`config.mk`:
```
export PLATFORM = sky130hd
export DESIGN_NAME = i2c_target_register_port
export DESIGN_NICKNAME = d
export VERILOG_FILES = /design/src/rtl/i2c_target_pkg.sv /design/src/rtl/pin_events_if.sv /design/src/rtl/bus_condition_detector.sv /design/src/rtl/i2c_target_register_port.sv
export SDC_FILE = /design/constraint.sdc
export NUM_CORES = 1
export LEC_CHECK = 0
export ABC_AREA = 1
export BUFFER_PORTS_ARGS = -buffer_cell sky130_fd_sc_hd__buf_4
export CAP_MARGIN = 20
export CORE_MARGIN = 1
export CORE_UTILIZATION = 55
export CTS_CLUSTER_DIAMETER = 150
export DETAILED_ROUTE_END_ITERATION = 8
export PLACE_DENSITY_LB_ADDON = 0.3
export SETUP_SLACK_MARGIN = 0.2
export SLEW_MARGIN = 10
export SYNTH_ARGS = -nofsm -noshare
export SYNTH_HDL_FRONTEND = slang
export SYNTH_SLANG_ARGS = --single-unit
```
`constraint.sdc`:
```
create_clock -name mclk_in -period 4.7 [get_ports mclk_in]
set_input_delay 0.94 -clock mclk_in [delete_from_list [all_inputs] [get_ports mclk_in]]
set_output_delay 0.94 -clock mclk_in [all_outputs]
set_load 0.1 [all_outputs]
```
`src/rtl/i2c_target_pkg.sv`:
```
// constants and state type shared by the two-wire target port
package i2c_target_pkg;

    // fixed upper five bits of the seven-bit target address
    localparam logic [4:0] FIXED_ADDR_PART = 5'h14;

    // register offset of the sample buffer read port
    localparam logic [7:0] SAMPLE_PORT_OFFSET = 8'h08;

    // pointer value after a plain start followed by a read address
    localparam logic [7:0] PTR_RESET_VALUE = 8'h00;

    // one byte on the wire is eight data bits
    localparam logic [3:0] BITS_PER_BYTE = 4'h8;

    // falling edge that ends the last transmitted data bit
    localparam logic [3:0] TX_LAST_BIT = 4'h7;

    localparam logic [3:0] BIT_COUNT_ZERO = 4'h0;

    localparam logic [3:0] BIT_COUNT_STEP = 4'h1;

    localparam logic [7:0] PTR_STEP = 8'h01;

    // pin function select: bit 0 set means output or special function
    localparam int MODE_DRIVEN_BIT = 0;

    // position of the direction bit in the address byte
    localparam int RW_BIT = 0;

    // the pin synchroniser holds three stages
    localparam int SYNC_STAGES = 3;

    typedef enum logic [2:0] {
        ST_IDLE,
        ST_ADDR,
        ST_ADDR_ACK,
        ST_RX,
        ST_RX_ACK,
        ST_TX,
        ST_TX_ACK,
        ST_IGNORE
    } link_state_e;

endpackage

```
`src/rtl/pin_events_if.sv`:
```
// bus pin levels and condition events passed from the detector to the port
`timescale 1ns/100ps

interface pin_events_if;
    logic scl_level;
    logic sda_level;
    logic scl_rise;
    logic scl_fall;
    logic start_seen;
    logic stop_seen;
    logic sel_low_level;
    logic sel_high_level;

    modport producer (
        output scl_level,
        output sda_level,
        output scl_rise,
        output scl_fall,
        output start_seen,
        output stop_seen,
        output sel_low_level,
        output sel_high_level
    );

    modport consumer (
        input  scl_level,
        input  sda_level,
        input  scl_rise,
        input  scl_fall,
        input  start_seen,
        input  stop_seen,
        input  sel_low_level,
        input  sel_high_level
    );
endinterface

```
`src/rtl/bus_condition_detector.sv`:
```
// synchronises the bus and select pins and flags clock edges, start and stop
`timescale 1ns/100ps

module bus_condition_detector (
    input  wire logic          mclk_in,
    input  wire logic          rst_in,
    input  wire logic          scl_in,
    input  wire logic          sda_in,
    input  wire logic          sel_low_in,
    input  wire logic          sel_high_in,
    pin_events_if.producer     ev
);

    localparam int NPINS = 4;

    logic [NPINS-1:0] raw;
    logic [NPINS-1:0] filt_q;
    logic [NPINS-1:0] prev_q;

    assign raw = {sel_high_in, sel_low_in, sda_in, scl_in};

    // each pin: three stages, a change is taken once stages two and three agree
    genvar g;
    generate
        for (g = 0; g < NPINS; g++)
        begin : g_sync
            logic [i2c_target_pkg::SYNC_STAGES-1:0] st_q;

            always_ff @(posedge mclk_in)
            begin
                if (rst_in)
                begin
                    st_q      <= '1;
                    filt_q[g] <= 1'b1;
                    prev_q[g] <= 1'b1;
                end
                else
                begin
                    st_q <= {st_q[i2c_target_pkg::SYNC_STAGES-2:0], raw[g]};
                    if (st_q[1] == st_q[2])
                    begin
                        filt_q[g] <= st_q[2];
                    end
                    prev_q[g] <= filt_q[g];
                end
            end
        end
    endgenerate

    assign ev.scl_level      = filt_q[0];
    assign ev.sda_level      = filt_q[1];
    assign ev.sel_low_level  = filt_q[2];
    assign ev.sel_high_level = filt_q[3];
    assign ev.scl_rise       = filt_q[0] & ~prev_q[0];
    assign ev.scl_fall       = ~filt_q[0] & prev_q[0];
    // a data change with the clock held high is a condition, not a bit
    assign ev.start_seen     = prev_q[1] & ~filt_q[1] & filt_q[0] & prev_q[0]; // see RULE3 RULE4
    assign ev.stop_seen      = ~prev_q[1] & filt_q[1] & filt_q[0] & prev_q[0]; // see RULE3 RULE4

endmodule // bus_condition_detector

```
`src/rtl/i2c_target_register_port.sv`:
```
// two-wire target port: address match, acknowledge, register pointer, sample reads
//
// How it works
// RULE1 - controller keeps the serial clock at 400kHz or below
// RULE2 - eight data bits then a ninth acknowledge pulse
// RULE3 - data changes only while clock is low
// RULE4 - start opens, stop releases, repeated start continues
// RULE5 - stop anywhere aborts the current transaction
// RULE6 - controller never stops in the start's clock-high
// RULE7 - received byte acknowledged low for whole ninth pulse
// RULE8 - read address acknowledged low on ninth pulse
// RULE9 - controller acks all read bytes, nacks last, stops
// RULE10 - write: start, address, pointer byte, data, stop
// RULE11 - pointer advances after each stored data byte
// RULE12 - no pointer advance when writing the sample port
// RULE13 - plain start with read address clears pointer
// RULE14 - read advances pointer, except at sample port
// RULE15 - set pointer by write, repeated start, then read
// RULE16 - transmitted bits shift out, valid at rising clock
// RULE17 - data line open-drain only, clock only an input
// RULE18 - sample words are two bytes from sample port
// RULE19 - address is 10100, two select pins, direction bit
// RULE20 - driven or special-function select pin reads as zero
// RULE21 - upper byte first, buffer advances after both bytes
// RULE22 - address mismatch: no ack, ignore until next start
// RULE23 - eight-bit pointer, loaded by first byte, wraps
`timescale 1ns/100ps

module i2c_target_register_port (
    input  wire logic        mclk_in,
    input  wire logic        rst_in,
    input  wire logic        scl_in,
    input  wire logic        sda_in,
    output logic             sda_out,
    output logic             sda_oe_out,
    input  wire logic        addr_select_pin_low_in,
    input  wire logic        addr_select_pin_high_in,
    input  wire logic [1:0]  pin_function_select_low_in,
    input  wire logic [1:0]  pin_function_select_high_in,
    output logic [7:0]       reg_addr_out,
    output logic             reg_wr_out,
    output logic [7:0]       reg_wr_data_out,
    output logic             reg_rd_out,
    input  wire logic [7:0]  reg_rd_data_in,
    input  wire logic [15:0] sample_word_in,
    output logic             sample_pop_out,
    output logic             busy_out
);

    pin_events_if ev ();
    i2c_target_pkg::link_state_e state_q;

    logic [3:0] bit_cnt_q;
    logic [7:0] rx_shift_q, tx_shift_q, ptr_q, reg_wr_data_q;
    logic [6:0] own_addr_q;
    logic       rw_q, first_byte_q, data_byte_q, nack_q, bus_active_q, repeated_q;
    logic       word_low_q, sda_oe_q, sda_o_q, reg_wr_q, reg_rd_q, pop_q, busy_q;

    logic       addr_done, addr_hit, rx_done, rx_ack_end, load_tx, tx_done;
    logic       tx_shift_fall, at_sample_port, addr_bit_low, addr_bit_high;
    logic [7:0] tx_byte;

    // the clock is only sampled; it is never driven back
    bus_condition_detector u_detect (
        .mclk_in     (mclk_in),
        .rst_in      (rst_in),
        .scl_in      (scl_in), // see RULE17
        .sda_in      (sda_in),
        .sel_low_in  (addr_select_pin_low_in),
        .sel_high_in (addr_select_pin_high_in),
        .ev          (ev)
    );

    assign at_sample_port = (ptr_q == i2c_target_pkg::SAMPLE_PORT_OFFSET);
    // a select pin in output or special function contributes a zero
    assign addr_bit_low  = ev.sel_low_level &
                           ~pin_function_select_low_in[i2c_target_pkg::MODE_DRIVEN_BIT];   // see RULE20
    assign addr_bit_high = ev.sel_high_level &
                           ~pin_function_select_high_in[i2c_target_pkg::MODE_DRIVEN_BIT];  // see RULE20
    assign addr_hit = (rx_shift_q[7:1] == own_addr_q);
    assign addr_done = (state_q == i2c_target_pkg::ST_ADDR) && ev.scl_fall &&
                       (bit_cnt_q == i2c_target_pkg::BITS_PER_BYTE);                      // see RULE2
    assign rx_done = (state_q == i2c_target_pkg::ST_RX) && ev.scl_fall &&
                     (bit_cnt_q == i2c_target_pkg::BITS_PER_BYTE);                        // see RULE2
    assign rx_ack_end = (state_q == i2c_target_pkg::ST_RX_ACK) && ev.scl_fall;
    assign load_tx = ev.scl_fall &&
                     (((state_q == i2c_target_pkg::ST_ADDR_ACK) && rw_q) ||
                      ((state_q == i2c_target_pkg::ST_TX_ACK) && !nack_q));                // see RULE9
    assign tx_shift_fall = (state_q == i2c_target_pkg::ST_TX) && ev.scl_fall;
    assign tx_done = tx_shift_fall && (bit_cnt_q == i2c_target_pkg::TX_LAST_BIT);

    // the sample port hands out the upper byte first, then the lower
    assign tx_byte = at_sample_port ? (word_low_q ? sample_word_in[7:0]
                                                  : sample_word_in[15:8])                // see RULE21
                                    : reg_rd_data_in;

    // protocol sequencer; start and stop take over from any state
    always_ff @(posedge mclk_in)
    begin
        if (rst_in)
        begin
            state_q   <= i2c_target_pkg::ST_IDLE;
            bit_cnt_q <= i2c_target_pkg::BIT_COUNT_ZERO;
        end
        else if (ev.start_seen)
        begin
            state_q   <= i2c_target_pkg::ST_ADDR;                                         // see RULE4
            bit_cnt_q <= i2c_target_pkg::BIT_COUNT_ZERO;
        end
        else if (ev.stop_seen)
        begin
            state_q   <= i2c_target_pkg::ST_IDLE;                                         // see RULE5
            bit_cnt_q <= i2c_target_pkg::BIT_COUNT_ZERO;
        end
        else
        begin
            case (state_q)
                i2c_target_pkg::ST_ADDR,
                i2c_target_pkg::ST_RX:
                begin
                    if (ev.scl_rise)
                    begin
                        bit_cnt_q <= bit_cnt_q + i2c_target_pkg::BIT_COUNT_STEP;
                    end
                    if (addr_done)
                    begin
                        state_q <= addr_hit ? i2c_target_pkg::ST_ADDR_ACK
                                            : i2c_target_pkg::ST_IGNORE;                  // see RULE22
                    end
                    if (rx_done)
                    begin
                        state_q <= i2c_target_pkg::ST_RX_ACK;
                    end
                end
                i2c_target_pkg::ST_ADDR_ACK,
                i2c_target_pkg::ST_RX_ACK:
                begin
                    if (ev.scl_fall)
                    begin
                        state_q   <= ((state_q == i2c_target_pkg::ST_ADDR_ACK) && rw_q) ?
                                     i2c_target_pkg::ST_TX : i2c_target_pkg::ST_RX;  // see RULE10
                        bit_cnt_q <= i2c_target_pkg::BIT_COUNT_ZERO;
                    end
                end
                i2c_target_pkg::ST_TX:
                begin
                    if (tx_done)
                    begin
                        state_q <= i2c_target_pkg::ST_TX_ACK;
                    end
                    else if (tx_shift_fall)
                    begin
                        bit_cnt_q <= bit_cnt_q + i2c_target_pkg::BIT_COUNT_STEP;
                    end
                end
                i2c_target_pkg::ST_TX_ACK:
                begin
                    if (ev.scl_fall)
                    begin
                        // a not-acknowledge ends the read; wait for stop or start
                        state_q   <= nack_q ? i2c_target_pkg::ST_IGNORE
                                            : i2c_target_pkg::ST_TX;                      // see RULE9
                        bit_cnt_q <= i2c_target_pkg::BIT_COUNT_ZERO;
                    end
                end
                default: state_q <= state_q;
            endcase
        end
    end

    // own address is formed at every start from the select pins
    always_ff @(posedge mclk_in)
    begin
        if (rst_in)
        begin
            own_addr_q   <= {i2c_target_pkg::FIXED_ADDR_PART, 2'h0};
            bus_active_q <= 1'b0;
            repeated_q   <= 1'b0;
        end
        else if (ev.start_seen)
        begin
            own_addr_q   <= {i2c_target_pkg::FIXED_ADDR_PART, addr_bit_high, addr_bit_low}; // see RULE19
            bus_active_q <= 1'b1;
            repeated_q   <= bus_active_q;                                                 // see RULE4
        end
        else if (ev.stop_seen)
        begin
            bus_active_q <= 1'b0;
            repeated_q   <= 1'b0;
        end
    end

    // serial input: bits are taken at the rising clock edge
    always_ff @(posedge mclk_in)
    begin
        if (rst_in)
        begin
            rx_shift_q <= 8'h00;
            nack_q     <= 1'b0;
        end
        else
        begin
            if (ev.scl_rise && ((state_q == i2c_target_pkg::ST_ADDR) ||
                                (state_q == i2c_target_pkg::ST_RX)))
            begin
                rx_shift_q <= {rx_shift_q[6:0], ev.sda_level};                            // see RULE2
            end
            if (ev.scl_rise && (state_q == i2c_target_pkg::ST_TX_ACK))
            begin
                nack_q <= ev.sda_level;
            end
        end
    end

    // transaction flags: direction, pointer byte pending, data byte stored
    always_ff @(posedge mclk_in)
    begin
        if (rst_in)
        begin
            rw_q         <= 1'b0;
            first_byte_q <= 1'b0;
            data_byte_q  <= 1'b0;
        end
        else
        begin
            if (addr_done)
            begin
                rw_q         <= rx_shift_q[i2c_target_pkg::RW_BIT];
                first_byte_q <= 1'b1;                                                     // see RULE10
            end
            if (rx_done)
            begin
                first_byte_q <= 1'b0;
                data_byte_q  <= !first_byte_q;
            end
        end
    end

    // register pointer: load, clear on plain-start read, advance with wrap
    always_ff @(posedge mclk_in)
    begin
        if (rst_in)
        begin
            ptr_q <= i2c_target_pkg::PTR_RESET_VALUE;
        end
        else if (addr_done && addr_hit && rx_shift_q[i2c_target_pkg::RW_BIT] && !repeated_q)
        begin
            ptr_q <= i2c_target_pkg::PTR_RESET_VALUE;                                     // see RULE13
        end
        else if (rx_done && first_byte_q)
        begin
            ptr_q <= rx_shift_q;                                                          // see RULE23 RULE15
        end
        else if (rx_ack_end && data_byte_q && !at_sample_port)
        begin
            ptr_q <= ptr_q + i2c_target_pkg::PTR_STEP;                                    // see RULE11 RULE12 RULE23
        end
        else if (tx_done && !at_sample_port)
        begin
            ptr_q <= ptr_q + i2c_target_pkg::PTR_STEP;                                    // see RULE14
        end
    end

    // data line driver: open drain, only ever pulls low
    always_ff @(posedge mclk_in)
    begin
        if (rst_in)
        begin
            sda_oe_q   <= 1'b0;
            sda_o_q    <= 1'b0;
            tx_shift_q <= 8'h00;
        end
        else
        begin
            sda_o_q <= 1'b0;                                                              // see RULE17
            if (ev.start_seen || ev.stop_seen)
            begin
                sda_oe_q <= 1'b0;                                                         // see RULE5
            end
            else if (addr_done)
            begin
                sda_oe_q <= addr_hit;                                                     // see RULE8 RULE22
            end
            else if (rx_done)
            begin
                sda_oe_q <= 1'b1;                                                         // see RULE7
            end
            else if (load_tx)
            begin
                tx_shift_q <= tx_byte;
                sda_oe_q   <= ~tx_byte[7];                                                // see RULE16
            end
            else if (tx_done)
            begin
                sda_oe_q <= 1'b0;
            end
            else if (tx_shift_fall)
            begin
                tx_shift_q <= {tx_shift_q[6:0], 1'b0};
                sda_oe_q   <= ~tx_shift_q[6];                                             // see RULE16 RULE3
            end
            else if (ev.scl_fall && ((state_q == i2c_target_pkg::ST_ADDR_ACK) ||
                                     (state_q == i2c_target_pkg::ST_RX_ACK)))
            begin
                sda_oe_q <= 1'b0;                                                         // see RULE7
            end
        end
    end

    // sample port: word halves alternate, buffer pops after the lower byte
    always_ff @(posedge mclk_in)
    begin
        if (rst_in)
        begin
            word_low_q <= 1'b0;
            pop_q      <= 1'b0;
        end
        else
        begin
            pop_q <= load_tx && at_sample_port && word_low_q;                             // see RULE21 RULE18
            if (ev.start_seen)
            begin
                word_low_q <= 1'b0;
            end
            else if (load_tx && at_sample_port)
            begin
                word_low_q <= !word_low_q;                                                // see RULE18
            end
        end
    end

    // register file strobes
    always_ff @(posedge mclk_in)
    begin
        if (rst_in)
        begin
            reg_wr_q      <= 1'b0;
            reg_wr_data_q <= 8'h00;
            reg_rd_q      <= 1'b0;
            busy_q        <= 1'b0;
        end
        else
        begin
            reg_wr_q <= rx_done && !first_byte_q;                                         // see RULE11
            if (rx_done && !first_byte_q)
            begin
                reg_wr_data_q <= rx_shift_q;
            end
            reg_rd_q <= load_tx;
            busy_q   <= (state_q != i2c_target_pkg::ST_IDLE) &&
                        (state_q != i2c_target_pkg::ST_IGNORE);
        end
    end

    assign sda_out         = sda_o_q;
    assign sda_oe_out      = sda_oe_q;
    assign reg_addr_out    = ptr_q;
    assign reg_wr_out      = reg_wr_q;
    assign reg_wr_data_out = reg_wr_data_q;
    assign reg_rd_out      = reg_rd_q;
    assign sample_pop_out  = pop_q;
    assign busy_out        = busy_q;

endmodule // i2c_target_register_port

```
==> results by group <==
Critical path
  • Worst setup EP type: register
  • Worst setup path start: reg_addr_out[0]
  • R2R setup slack: between 2000 and 2500 ps
  • Worst Path Max Fanout: 11
  • Worst EP arrival: between 2000 and 3000 ps
  • Setup crit end: reg_addr_out[4]
  • WS Path Type: register to register
  • Most common cell on crit path: inv_1
  • Max stage delay on crit path: just under 600 ps
  • R2R cell count: 10
  • Slowest library cell on the worst path: nor2_1
  • R2r endpoint: reg_addr_out[4]
  • Crit-path cells: inv_1 > ha_1 > nand3_1 > nor2_1 > inv_1 > nand2_2 > nand2_4 > inv_2 > nand2_1 > a21oi_1
  • Startpoint Class: register
  • RR Startpoint: reg_addr_out[0]
  • WP data required: 4980 ps

Synthesis
  • Sequential share of the synthesized area: roughly two fifths
  • Synth Instances: slightly below 500
  • Synth Area per Inst: around 6.9 um^2
  • Synthesized net count: about 530
  • Top_reg_cell synth: dfxtp_1
  • Synth Cell Area: between 3000 and 4000 um^2
  • Synth warn: 0
  • Synth area leaders: dfxtp_1 (41%), nand2_1 (15%), inv_1 (5.8%)
  • Library cells used by synthesis: 38
  • Ys async rst share: 0%
  • Yosys top cell area share: roughly two fifths
  • Area leader, netlist: dfxtp_1
  • Number of synthesized flops with an enable pin: 0
  • Synthesis-stage register bit count: 70

GRT
  • Gr ovfl total: 0
  • Initial antenna violation count: 0
  • Vias in the first global route: roughly 2700
  • Pin count of the biggest net entering global routing: 31
  • GRT Total Usage: a little under a quarter
  • First-pass GRT wire length: about 12 mm

Clock tree
  • CTS Buf Count: 9
  • CTS Hold Bufs: 0
  • Clk_lat worst skew: 350 ps
  • Root buf cell: clkbuf_8
  • Post-cts sizing count: 0
  • Worst-path clk slew: approximately 70 ps
  • CTS Buffer Depth: 2
  • CTS tree: done
  • Post-CTS Setup Inserts: 0
  • Sink Count: 70
  • H-tree Lvls: 3

Timing
  • Final min period: between 2000 and 2500 ps
  • Worst Tran Pin Value: roughly 710 ps
  • Fin crit share: roughly 50%
  • Fin Setup TNS: 0 ps
  • Max-slew violations: 0
  • Finish-stage setup viols: 0
  • Fmax: about 0.43 GHz
  • Max Clock Skew: a little over 4 ps
  • RSZ-0062 raised after global routing: false
  • Max_slew headroom: a little over half
  • Hold Vio Cnt, Final: 0

Route
  • DR WL/cell: approximately 12 um
  • Initial DRC Count: 130
  • DR vias/cell: 5.114
  • ANT nets after route: 0
  • # DRC: 0
  • Via count: between 3000 and 4000
  • DRT Wirelength: between 7 and 8 mm
  • Router iterations before antenna repair: 4

Place
  • Routability cong.: 0.8004
  • Post-DP HPWL: 5.405 mm
  • IO buf count: between 50 and 60

Cells and area
  • Fin nets: between 500 and 600
  • Commonest cells after routing, fill and taps aside: nand2_1 (140), dfxtp_1 (70), inv_1 (53), buf_4 (53), nor2_1 (46)
  • Fin util: roughly two thirds
  • Commonest non-fill, non-tap cell in the layout: nand2_1
  • Layout area overhead: 18.08%
  • ANT cells: 0
  • Share of cells above drive strength 1: 19.34%

Run status
  • Status: complete, no violations

Pwr
  • Peak VDD IR: roughly 0.29 mV
  • Static Leak: between 0.0015 and 0.002 uW
  • Cell area power density: between 300 and 400 nW/um^2

Die
  • Core area: slightly below 6000 um^2
  • Site Rows: 28
  • Ports: 56
  • Die X: roughly 80 um
  • Initial core utilization: 57.29%
  • Die footprint: between 6000 and 7000 um^2
  • Die Span Y: around 81 um

Flow run
  • Max_cap viols: 0

Worst hold path
  • Hold Crit Class: register to register
  • Cell depth of the worst hold path: 1
==> cell usage after synthesis, types with 2 or more instances <==
| master | number |
|---|---|
| a21oi_1 | 38 |
| buf_2 | 3 |
| buf_4 | 6 |
| clkbuf_1 | 5 |
| dfxtp_1 | 70 |
| ha_1 | 4 |
| inv_1 | 53 |
| inv_2 | 9 |
| nand2_1 | 140 |
| nand2_2 | 4 |
| nand3_1 | 26 |
| nand3_2 | 2 |
| nand4_1 | 6 |
| nor2_1 | 46 |
| nor2_2 | 2 |
| nor2_4 | 3 |
| nor3_1 | 3 |
| o21a_1 | 3 |
| o21ai_0 | 23 |
| o21ai_1 | 9 |
| o21ai_2 | 2 |
| o32ai_1 | 2 |
| or2_1 | 3 |
| or2_2 | 14 |
| xnor2_1 | 3 |
| xor2_1 | 3 |
==> worst max-delay path, delay by kind of cell (launching register included) <==
kind | cells | cell delay (ps)
AND/OR/NAND/NOR | 5 | 1080
buffers and inverters | 3 | 520
flip-flops | 1 | 360
adder cells (fa/ha/maj) | 1 | 150
AO/OA/AOI/OAI | 1 | 130
==> power by group <==
| group | switching (uW) | total, uW | internal, uW |
|---|---|---|---|
| clock network | 221 | 516 | 295 |
| logic | 172 | 261 | 88.8 |
| registers | 29.6 | 645 | 616 |
==> state kept, by name (all words and copies together) (netlist names), 2 cells and up <==
| name | flops |
|---|---|
| u_detect.prev_q | 2 |
| u_detect.g_sync.st_q | 12 |
| tx_shift_q | 7 |
| reg_addr_out | 8 |
| state_q | 3 |
| bit_cnt_q | 4 |
| reg_wr_data_out | 8 |
| rx_shift_q | 8 |
| own_addr_q | 2 |
==> worst min path at each step <==
stage                                          start                         end  slack (ps)
final                     u_detect.g_sync[0].st_q[0]  u_detect.g_sync[0].st_q[1]         410
after global routing      u_detect.g_sync[2].st_q[0]  u_detect.g_sync[2].st_q[1]         430
after CTS                 u_detect.g_sync[0].st_q[0]  u_detect.g_sync[0].st_q[1]         410
after detailed placement  u_detect.g_sync[0].st_q[0]  u_detect.g_sync[0].st_q[1]         400
after global placement    u_detect.g_sync[2].st_q[0]  u_detect.g_sync[2].st_q[1]         390
after floorplan           u_detect.g_sync[0].st_q[0]  u_detect.g_sync[0].st_q[1]         390
==> area by class of cell <==
type	instances	area [um^2]
clock buffer	11	131.4
clock inverter	4	72.57
fill	539	1927
inverter	63	236.5
multi-input combinational	347	1695
sequential	70	1401
tap	75	93.84
timing repair buffer	53	397.9
==> logic make-up after synthesis <==
| logic type | share of synthesized area, % |
|---|---|
| xor+xnor | 1.540 |
| flops | 41.07 |
| simple gates | 33.48 |
| fa+ha+maj | 1.467 |
| buf+inv | 9.241 |
| other cells | 0.1099 |
| compound gates | 13.09 |
==> metrics by stage <==
stage / cell area [um^2] / hold slack [ps] / setup slack (ps) / power [uW] / cells
after CTS: 4029 / 413.4 / 2370 / 1421 / 623
after global routing: 4029 / 429.9 / 2225 / 1481 / 623
after detailed placement: 3825 / 396.9 / 2379 / 915.5 / 608
final: 4029 / 411.2 / 2377 / 1422 / 623
after global placement: 3825 / 391.7 / 2494 / 911.2 / 608
after floorplan: 3412 / 389.5 / 2572 / 858.7 / 494
==> per-layer routing <==
layer / vias up / share of wire, % / global-route usage, %
met3: 11 / 4.0 / 3.483
met4: 0 / 1.4 / 10.54
met5: - / 0 / 0
met2: 61 / 49 / 42.54
li1: 1666 / - / -
met1: 1448 / 45 / 27.43
(Power assumes the default switching activity.)
